`config.mk`:
```
export PLATFORM = sky130hd
export DESIGN_NAME = pmc_ldo_charger_ctrl
export DESIGN_NICKNAME = d
export VERILOG_FILES = /design/src/pmc_pkg.sv /design/src/pmc_ldo_charger_ctrl.sv
export VERILOG_INCLUDE_DIRS = /design/src
export SDC_FILE = /design/constraint.sdc
export NUM_CORES = 1
export LEC_CHECK = 0
export BUFFER_PORTS_ARGS = -buffer_cell sky130_fd_sc_hd__buf_2
export CELL_PAD_IN_SITES_DETAIL_PLACEMENT = 1
export CELL_PAD_IN_SITES_GLOBAL_PLACEMENT = 1
export CORE_MARGIN = 8
export CORE_UTILIZATION = 32
export CTS_BUF_LIST = sky130_fd_sc_hd__clkbuf_16
export CTS_CLUSTER_DIAMETER = 40
export CTS_CLUSTER_SIZE = 20
export DETAILED_ROUTE_END_ITERATION = 10
export PLACE_DENSITY_LB_ADDON = 0.25
export SETUP_SLACK_MARGIN = 0.05
export SLEW_MARGIN = 0
export SYNTH_ARGS = -nofsm -noshare
export SYNTH_HDL_FRONTEND = slang
export SYNTH_SLANG_ARGS = --single-unit
```
`constraint.sdc`:
```
create_clock -name ref_clk -period 2.3 [get_ports ref_clk]
set_input_delay 0.46 -clock ref_clk [delete_from_list [all_inputs] [get_ports ref_clk]]
set_output_delay 0.46 -clock ref_clk [all_outputs]
set_load 0.02 [all_outputs]
```
`src/pmc_params.svh`:
```
// Register offsets, field positions, masks, reset values and current codes
// for the regulator set-point and charger control block.
// Included by the package and the design file.
`ifndef PMC_PARAMS_SVH
`define PMC_PARAMS_SVH

`define PMC_OFF_LDO 12'h000
`define PMC_OFF_CHG 12'h004
`define PMC_OFF_STAT 12'h008
`define PMC_OFF_CMD 12'h00C

// Regulator control word layout.
`define PMC_LDO1_LSB 0
`define PMC_LDO2_LSB 2
`define PMC_LDO3_BIT 5
`define PMC_LDO3_PASS_BIT 6
`define PMC_LDO1_EN_BIT 8
`define PMC_LDO2_EN_BIT 9
`define PMC_LDO3_EN_BIT 10
`define PMC_LDO_MASK 32'h0000077F
`define PMC_LDO_RESET 32'h00000000

// Charger control word layout.
`define PMC_VCHG_LSB 0
`define PMC_ICHG_LSB 4
`define PMC_TRICKLE_BIT 8
`define PMC_THERM_DIS_BIT 9
`define PMC_OVRD_BIT 10
`define PMC_SWCTL_BIT 11
`define PMC_REV_BIT 12
`define PMC_POWER_LIMIT_SETTING_LSB 13
`define PMC_POWER_LIMIT_SETTING_DIS_BIT 15
`define PMC_LED_EN_BIT 16
`define PMC_MODE_BIT 17
`define PMC_SP_OVRD_BIT 18
`define PMC_CYCL_DIS_BIT 19
`define PMC_CHG_MASK 32'h000FFFFF
`define PMC_CHG_RESET 32'h00000003

// Command word: writing 1 restarts the charger state machine.
`define PMC_RESTART_BIT 0

// Status word layout.
`define PMC_ST_SHORT_BIT 0
`define PMC_ST_LDO3_ON_BIT 1
`define PMC_ST_SWITCH_BIT 2
`define PMC_ST_OVP_BIT 3

`define PMC_ICHG_OFF 4'h0
`define PMC_ICHG_FULL 4'hF

`endif

```
`src/pmc_pkg.sv`:
```
// Types shared by the regulator and charger control block.
// Assumes pmc_params.svh is on the include path.
package pmc_pkg;
`include "pmc_params.svh"

   typedef enum logic [1:0] {
      PMC_AHB_IDLE = 2'b00,
      PMC_AHB_BUSY = 2'b01,
      PMC_AHB_NONSEQ = 2'b10,
      PMC_AHB_SEQ = 2'b11
   } pmc_htrans_t;

   typedef enum logic [0:0] {
      PMC_PASS_INTERNAL = 1'b0,
      PMC_PASS_EXTERNAL = 1'b1
   } pmc_pass_t;

endpackage

```
`src/pmc_ldo_charger_ctrl.sv`:
```
// Regulator set-point and charger control registers, AHB-Lite slave.
// Assumes a single 100 MHz clock, synchronous active-high reset, and
// analog status inputs already synchronous to ref_clk.
//
// Behaviour
// - Regulator one set-point: 2-bit code, 1.20/1.50/2.775/3.15 V.
// - Regulator two set-point: 3-bit code, eight ascending voltages.
// - Regulator three set-point bit: 0 gives 1.80 V, 1 gives 2.90 V.
// - Regulator three pass select: 0 internal, 1 external transistor.
// - Regulator three stays off after power-up until software enables it.
// - Short on regulator three turns it off and raises interrupt event.
// - Serial path, dead battery: switch open while trickling, closed later.
// - Charger overvoltage turns both charge-path transistors off.
// - Host programs 3-bit charge voltage and 4-bit charge current.
// - Trickle enable bit switches the trickle charger on.
// - Thermistor-check disable bit suppresses the thermistor check.
// - Override 0: hardware drives switch; 1: software bit drives it.
// - With override set, software 0 drives output high, 1 drives low.
// - Reverse mode bit: 1 forces the charge path on except in overvoltage, and closes the switch when override is 0.
// - 2-bit power-limit setting; limiter disable bit 1 turns it off.
// - Charge indicator enable: 0 LED off, 1 LED allowed.
// - Writing restart pulses the charger state machine restart.
// - Mode select: 0 standalone charging, 1 software charging.
// - Override bit lets host set-points apply in standalone mode.
// - Cycling disable: 0 enables charge cycling, 1 disables it.
// - Charge voltage resets to code 011 (4.200 V).
// - Current 0000 means off, 1111 fully on with switch open.
`timescale 1ns/100ps
`include "pmc_params.svh"

module pmc_ldo_charger_ctrl
   import pmc_pkg::*;
(
   input wire logic ref_clk,
   input wire logic rst,
   input wire logic hsel,
   input wire logic [11:0] haddr,
   input wire logic [1:0] htrans,
   input wire logic hwrite,
   input wire logic [2:0] hsize,
   input wire logic [31:0] hwdata,
   input wire logic hready,
   output logic [31:0] hrdata,
   output logic hreadyout,
   output logic hresp,
   input wire logic ldoThreeShort,
   input wire logic chargerOverVoltage,
   input wire logic serialPath,
   input wire logic batteryCharged,
   input wire logic chargeActive,
   input wire logic wall_charger_detect_in_n,
   output logic [1:0] general_ldo_one,
   output logic [2:0] general_ldo_two,
   output logic general_ldo_three,
   output logic ldo_three_pass_select,
   output logic ldoOneEnable,
   output logic ldoTwoEnable,
   output logic ldoThreeEnable,
   output logic short_circuit_irq,
   output logic battery_switch_output,
   output logic chargePathOn,
   output logic [2:0] charge_voltage_setpoint,
   output logic [3:0] charge_current_setpoint,
   output logic trickle_enable,
   output logic thermistor_check_disable,
   output logic reverse_supply_enable,
   output logic [1:0] power_limit_setting,
   output logic power_limit_disable,
   output logic charge_indicator_output,
   output logic charger_fsm_restart,
   output logic charging_mode_select,
   output logic standalone_setpoint_override,
   output logic cycling_disable,
   output logic setpointsFromHost,
   output logic unregulatedCharger
);

   ////////////////////////////////////////////////////////////////////////
   // Bus address phase capture.

   logic wrPend;
   logic rdPend;
   logic [11:0] dataAddr;
   logic [31:0] ldoReg;
   logic [31:0] chgReg;
   logic shortSeen;
   logic hwSwitch;

   wire addrValid = hsel && hready && htrans[1];
   wire wrLdo = wrPend && (dataAddr == `PMC_OFF_LDO);
   wire wrChg = wrPend && (dataAddr == `PMC_OFF_CHG);
   wire wrCmd = wrPend && (dataAddr == `PMC_OFF_CMD);

   always_ff @(posedge ref_clk) begin
      if (rst) begin
         wrPend <= 1'b0;
         rdPend <= 1'b0;
         dataAddr <= 12'h000;
      end else begin
         wrPend <= addrValid && hwrite;
         rdPend <= addrValid && !hwrite;
         dataAddr <= addrValid ? {haddr[11:2], 2'b00} : dataAddr;
      end
   end

   assign hreadyout = 1'b1;
   assign hresp = 1'b0;

   ////////////////////////////////////////////////////////////////////////
   // Control registers; each field except the regulator three enable, which a short clears, keeps its last write until reset.

   // A short on regulator three clears its enable in the same cycle,
   // winning over a software write that tries to turn it on.
   wire [31:0] ldoWrite = hwdata & `PMC_LDO_MASK;
   wire [31:0] ldoAfterWr = wrLdo ? ldoWrite : ldoReg;
   wire [31:0] ldoShortClr = ~(32'h1 << `PMC_LDO3_EN_BIT);
   wire [31:0] next_ldoReg = ldoThreeShort ? (ldoAfterWr & ldoShortClr)
                                           : ldoAfterWr;

   always_ff @(posedge ref_clk) begin
      if (rst) begin
         ldoReg <= `PMC_LDO_RESET;
         chgReg <= `PMC_CHG_RESET;
      end else begin
         ldoReg <= next_ldoReg;
         chgReg <= wrChg ? (hwdata & `PMC_CHG_MASK) : chgReg;
      end
   end

   ////////////////////////////////////////////////////////////////////////
   // Restart pulse and sticky short event; a new short wins over clear.

   always_ff @(posedge ref_clk) begin
      if (rst) begin
         charger_fsm_restart <= 1'b0;
         shortSeen <= 1'b0;
      end else begin
         charger_fsm_restart <= wrCmd && hwdata[`PMC_RESTART_BIT];
         if (ldoThreeShort) begin
            shortSeen <= 1'b1;
         end else if (wrCmd && hwdata[`PMC_ST_SHORT_BIT + 1]) begin
            shortSeen <= 1'b0;
         end
      end
   end

   assign short_circuit_irq = shortSeen;

   ////////////////////////////////////////////////////////////////////////
   // Regulator field outputs.

   assign general_ldo_one = ldoReg[`PMC_LDO1_LSB +: 2];
   assign general_ldo_two = ldoReg[`PMC_LDO2_LSB +: 3];
   assign general_ldo_three = ldoReg[`PMC_LDO3_BIT];
   assign ldo_three_pass_select = ldoReg[`PMC_LDO3_PASS_BIT];
   assign ldoOneEnable = ldoReg[`PMC_LDO1_EN_BIT];
   assign ldoTwoEnable = ldoReg[`PMC_LDO2_EN_BIT];
   assign ldoThreeEnable = ldoReg[`PMC_LDO3_EN_BIT];

   ////////////////////////////////////////////////////////////////////////
   // Charger field outputs.

   assign charge_voltage_setpoint = chgReg[`PMC_VCHG_LSB +: 3];
   assign charge_current_setpoint = chgReg[`PMC_ICHG_LSB +: 4];
   assign trickle_enable = chgReg[`PMC_TRICKLE_BIT];
   assign thermistor_check_disable = chgReg[`PMC_THERM_DIS_BIT];
   assign reverse_supply_enable = chgReg[`PMC_REV_BIT];
   assign power_limit_setting = chgReg[`PMC_POWER_LIMIT_SETTING_LSB +: 2];
   assign power_limit_disable = chgReg[`PMC_POWER_LIMIT_SETTING_DIS_BIT];
   assign charging_mode_select = chgReg[`PMC_MODE_BIT];
   assign standalone_setpoint_override = chgReg[`PMC_SP_OVRD_BIT];
   assign cycling_disable = chgReg[`PMC_CYCL_DIS_BIT];

   // Host set-points apply in software mode, or in standalone mode
   // when the override bit is set.
   assign setpointsFromHost = charging_mode_select
                              || standalone_setpoint_override;

   // The pin is low when an unregulated wall charger is fitted.
   assign unregulatedCharger = !wall_charger_detect_in_n;

   ////////////////////////////////////////////////////////////////////////
   // Charge path and battery switch.

   wire swOverride = chgReg[`PMC_OVRD_BIT];
   wire swControl = chgReg[`PMC_SWCTL_BIT];
   wire currentOff = charge_current_setpoint == `PMC_ICHG_OFF;
   wire currentFull = charge_current_setpoint == `PMC_ICHG_FULL;
   wire deadBattTrickle = serialPath && !batteryCharged;

   // Active-low output closes the switch; high means open here,
   // matching the software override polarity of the switch pin.
   always_comb begin
      if (reverse_supply_enable) begin
         hwSwitch = 1'b0;
      end else if (currentFull) begin
         hwSwitch = 1'b1;
      end else if (deadBattTrickle) begin
         hwSwitch = 1'b1;
      end else begin
         hwSwitch = 1'b0;
      end
   end

   always_ff @(posedge ref_clk) begin
      if (rst) begin
         battery_switch_output <= 1'b0;
         chargePathOn <= 1'b0;
         charge_indicator_output <= 1'b0;
      end else begin
         battery_switch_output <= swOverride ? !swControl
                                             : hwSwitch;
         chargePathOn <= !chargerOverVoltage
                         && (reverse_supply_enable || !currentOff);
         charge_indicator_output <= chgReg[`PMC_LED_EN_BIT]
                                    && chargeActive;
      end
   end

   ////////////////////////////////////////////////////////////////////////
   // Read data.

   wire [31:0] statWord = {28'h0000000, chargerOverVoltage,
                           battery_switch_output, ldoThreeEnable,
                           shortSeen};
   wire [31:0] rdMux = (dataAddr == `PMC_OFF_LDO) ? ldoReg :
                       (dataAddr == `PMC_OFF_CHG) ? chgReg :
                       (dataAddr == `PMC_OFF_STAT) ? statWord : 32'h00000000;

   assign hrdata = rdPend ? rdMux : 32'h00000000;

endmodule

```
---- Word level (Yosys, flattened, before mapping) ----
Index checks and enable logic that the tools add are counted.
storage, ports and cells
  word-level logic and storage cells ...... 50
  output and inout port bits .............. 67
  flip-flop bits (word level) ............. 69
  bits of input ports ..................... 60
cells by class
  reductions and logical operators ........ 24
  equal/unequal tests ..................... 4
  muxes and demuxes ....................... 11
operator list
  operator             count
  $mux 32              3
  $eq 10x2->1 const B  2
  $mux 20              1
  $logic_and 1x1->1    12
  $logic_not 12->1     1
  $eq 10x1->1 const B  1
  $logic_not 1->1      6
  $mux 1               6
  $eq 4x4->1 const B   1
  $logic_not 4->1      1
  $mux 4               1
  $logic_or 1x1->1     2
  $reduce_bool 2->1    1
  $reduce_or 2->1      1

---- Depth between registers and ports, before layout ----
  word-level depth ........................ 6
  mapped depth ............................ 5

---- Worst setup path before layout ----
Ideal clock, no wire load.
  path type ............................... register -> output
  start point ............................. register dataAddr[11]
  end point ............................... output hrdata[11]
  data arrival time ....................... 1569 ps
  stages on the path, launching flop included .. 5
  slack ................................... 271 ps
  required time ........................... 1840 ps
  path buffers ............................ 1
  path through ............................ dfxtp_1 nor4_1 and4_1 clkbuf_1 and2_1
between the ends
  longest elaborated chain between the ends .. 4
  elaborated cells between the ends (all ways) .. 5
  those cells by class .................... 1 x eq/ne; 3 x mux; 1 x reduce/logical
ends and longest elaborated chain
  element                 RTL line                     text
  from (decl)             pmc_ldo_charger_ctrl.sv:83   logic [11:0] dataAddr;
  from (signal assigned)  pmc_ldo_charger_ctrl.sv:102  dataAddr <= addrValid ? {haddr[11:2], 2'b00} : dataAddr;
  $eq 10x1->1 (no line)   n/a
  $mux 20                 pmc_ldo_charger_ctrl.sv:227  (dataAddr == `PMC_OFF_CHG) ? chgReg :
  $mux 32 (*)             pmc_ldo_charger_ctrl.sv:226  wire [31:0] rdMux = (dataAddr == `PMC_OFF_LDO) ? ldoReg :
  $mux 32 (*)             pmc_ldo_charger_ctrl.sv:230  assign hrdata = rdPend ? rdMux : 32'h00000000;
  to (decl)               pmc_ldo_charger_ctrl.sv:43   output logic [31:0] hrdata,
Every way passes the cells marked *; elsewhere a longest branch is shown, timed or not.

---- Worst setup path in the final report ----
  start point ............................. register dataAddr[7]
  end point ............................... output hrdata[12]
The elaborated chain is that of the path after synthesis.

==> run_results.csv <==
group,metric,value,unit
status,outcome,"finished clean",
cts,cts_tree,"done",
place,portBuffers,94,
sta,period_share,92.9,%
routing,drt-total-wl,6.73,mm
worst_setup_path,rrSetupSlack,0.35,ns
worst_setup_path,crit_chain,"nor4_1, buf_4, and4_4, and2_1, buf_2",
cts,root_buffer,"clkbuf_16",
pwr,max-vdd-ir-drop,0.478,mV
pwr,powerDensity,568,nW/um^2
min_path,hp-class,"in2reg",
layout,drive_gt1_share,32.9,%
grt,grt_pass1_vias,2169,
logic_synthesis,ys_ff_latch,47,
pwr,p_leak,1.53,nW
worst_setup_path,cp_slowest_cell,"dfxtp_1",
floorplan,core_area,7290,um^2
worst_setup_path,crit_type,"reg2out",
sta,finalSetupTns,0,ns
pwr,cell_internal_pwr,0.00130,W
worst_setup_path,cp-end-kind,"output port",
min_path,hold_start,"hwrite",
logic_synthesis,syn_inst,276,
cts,insertion_delay,0.28,ns
layout,num-nets-final,418,
cts,cts_buffers,5,
worst_setup_path,crit_required,1.84,ns
pwr,share_seq_of_total_power,48.6,%
sta,finalClockSkew,0.00559,ns
grt,track_usage,12.7,%
place,dpl.hpwl,5.17,mm
grt,overflow,0,
routing,drt_iter0_markers,38,
pwr,clockPowerShare,41.3,%
routing,vias,2055,
cts,clock-sinks,47,
floorplan,die_area,10600,um^2
floorplan,num_rows,31,
worst_setup_path,slowest_delay,0.32,ns
run,drv_cap,0,
logic_synthesis,synth_top_area_share,38.7,%
logic_synthesis,async_reset_ff_share,0,%
layout,num-fill-cells,924,
logic_synthesis,synth_top_flop_cell,"dfxtp_1",
layout,antennaDiodeCount,0,
sta,rsz0062_at_grt,"false",
layout,area_delta_synth_final,24.6,%
floorplan,die_y,103,um
logic_synthesis,synth_edf_count,0,
routing,via_per_inst,4.49,
layout,multiInputGateArea,1260,um^2
floorplan,start_util,33.3,%
logic_synthesis,syn_area,2430,um^2
cts,cts.htree.levels,2,
worst_setup_path,cp_max_fo,9,
worst_setup_path,critPathBufInv,2,
logic_synthesis,synth.most_common_cell,"nand2b_1",
logic_synthesis,synth_commonest_cells,"48 x nand2b_1, 47 x dfxtp_1, 39 x mux2i_1",
cts,clockBufferDepth,2,
routing,drt_pass1_iterations,4,
logic_synthesis,yosysTopAreaCell,"dfxtp_1",
routing,drtAntennaViolNets,0,
logic_synthesis,postSynthAreaPerCell,8.80,um^2
sta,setup_viol,0,
place,routabilityCongestion,0.734,
cts,clk_pin_slew,0.07,ns
grt,antenna_found_initial,0,
worst_setup_path,critPathTopFamily,"simple AND/OR/NAND/NOR gates",
logic_synthesis,synth.area.top_cells,"dfxtp_1 39%, mux2i_1 16%, nand2b_1 12%, buf_4 7.1%, nand2_1 4.3%",
grt,grt_max_degree,42,
layout,seq_area,941,um^2
logic_synthesis,yosysWarnings,0,
pwr,sw_frac_of_total,24.2,%
worst_setup_path,startpoint,"dataAddr[7]",
sta,drv_slew,0,
floorplan,die_x,103,um
grt,grt_pass1_wl,10.5,mm
worst_setup_path,critPathLaunchType,"register",
floorplan,pin_count,127,
logic_synthesis,synth.distinct_cells,31,
sta,fin_crit,2.14,ns
routing,wl_per_cell,14.7,um
worst_setup_path,cp.arrival,1.68,ns
pwr,p_switching,0.000416,W
routing,drc,0,
sta,fmax,0.468,GHz
worst_setup_path,r2r-start,"dataAddr[7]",
pwr,combPwrFrac,10.1,%
layout,utilization,41.5,%
sta,timing_hold_violations_final,0,
logic_synthesis,ys_seq_area_share,38.7,%
==> area by class of cell <==
type | count | share of cell area, %
well taps | 99 | 4.09
inverters | 4 | 0.496
flip-flops and latches | 47 | 31.1
clock buffers | 5 | 4.14
multi-input cells | 198 | 41.6
clock inverters | 3 | 0.662
repair buffers | 102 | 17.9
==> metrics by stage <==
stage	hold slack [ns]	instances	worst slack, ns	power [W]	instance area, um^2
2_1_floorplan	0.441	288	0.271	0.000971	2470
3_3_place_gp	0.454	449	0.252	0.00102	2860
3_5_place_dp	0.470	449	0.245	0.00103	2860
4_1_cts	0.350	458	0.120	0.00175	3020
5_1_grt	0.350	458	0.0532	0.00179	3030
6_report	0.352	458	0.162	0.00172	3030
==> placed cells by master, fill, tap and decap left out, types with 2 or more instances in the layout <==
cell / netlist / final
nand2b_1: 48 / 48
buf_2: 0 / 94
mux2i_1: 39 / 39
a21oi_1: 14 / 13
inv_1: 4 / 4
clkbuf_16: 0 / 5
or4_4: 2 / 2
nor4_1: 4 / 3
dfxtp_1: 47 / 47
nand3_1: 3 / 3
nor3b_1: 2 / 2
or2_2: 3 / 3
buf_4: 23 / 7
nand2_1: 28 / 28
nor2_1: 16 / 16
nor3_1: 2 / 2
conb_1: 2 / 14
nand4_1: 3 / 3
and2_1: 9 / 9
a2bb2oi_1: 2 / 2
==> path summary, 6_finish.rpt <==
path,endpoint,cells past startpoint
max,hrdata[12],5
min,rdPend,2
max reg2reg,chgReg[12],3
min reg2reg,charge_indicator_output,2
==> routing by layer <==
metal | vias to the layer above | wire length [um] | GRT usage (%)
li1 | 1041 | - | -
met3 | 4 | 554 | 4.05
met2 | 59 | 3260 | 22.0
met1 | 951 | 2850 | 14.7
met4 | 0 | 63 | 3.67
met5 | - | 0 | 0
==> power by group through the flow <==
stage / Sequential (W) / Clock, W / Combinational, W
after global placement: 0.000852 / 0 / 0.000170
after global routing: 0.000836 / 0.000764 / 0.000192
after CTS: 0.000834 / 0.000738 / 0.000174
after floorplan: 0.000855 / 0 / 0.000117
final: 0.000834 / 0.000710 / 0.000173
after detailed placement: 0.000853 / 0 / 0.000173
==> cell families after synthesis <==
logic type	synth area share [%]
AO/OA/AOI/OAI	4.84
buffers and inverters	11.8
flip-flops	38.7
multiplexers	16.1
other	0.309
AND/OR/NAND/NOR	28.2
==> repair_timing <==
action | CTS | global route
pin swaps | 1 | 1
gates cloned | 0 | 0
hold buffers | 0 | 0
endpoints found under the hold margin | 0 | 0
gates resized for setup | 2 | 2
setup endpoints to repair | 15 | 5
setup buffers | 1 | 0
==> flip-flops by register name, summed over array words and instances (netlist names) <==
register,cells
rdPend,1
short_circuit_irq,1
charger_fsm_restart,1
dataAddr,10
chargePathOn,1
chgReg,20
battery_switch_output,1
wrPend,1
ldoReg,10
charge_indicator_output,1
Note: power is estimated with default switching activity, not from simulation.
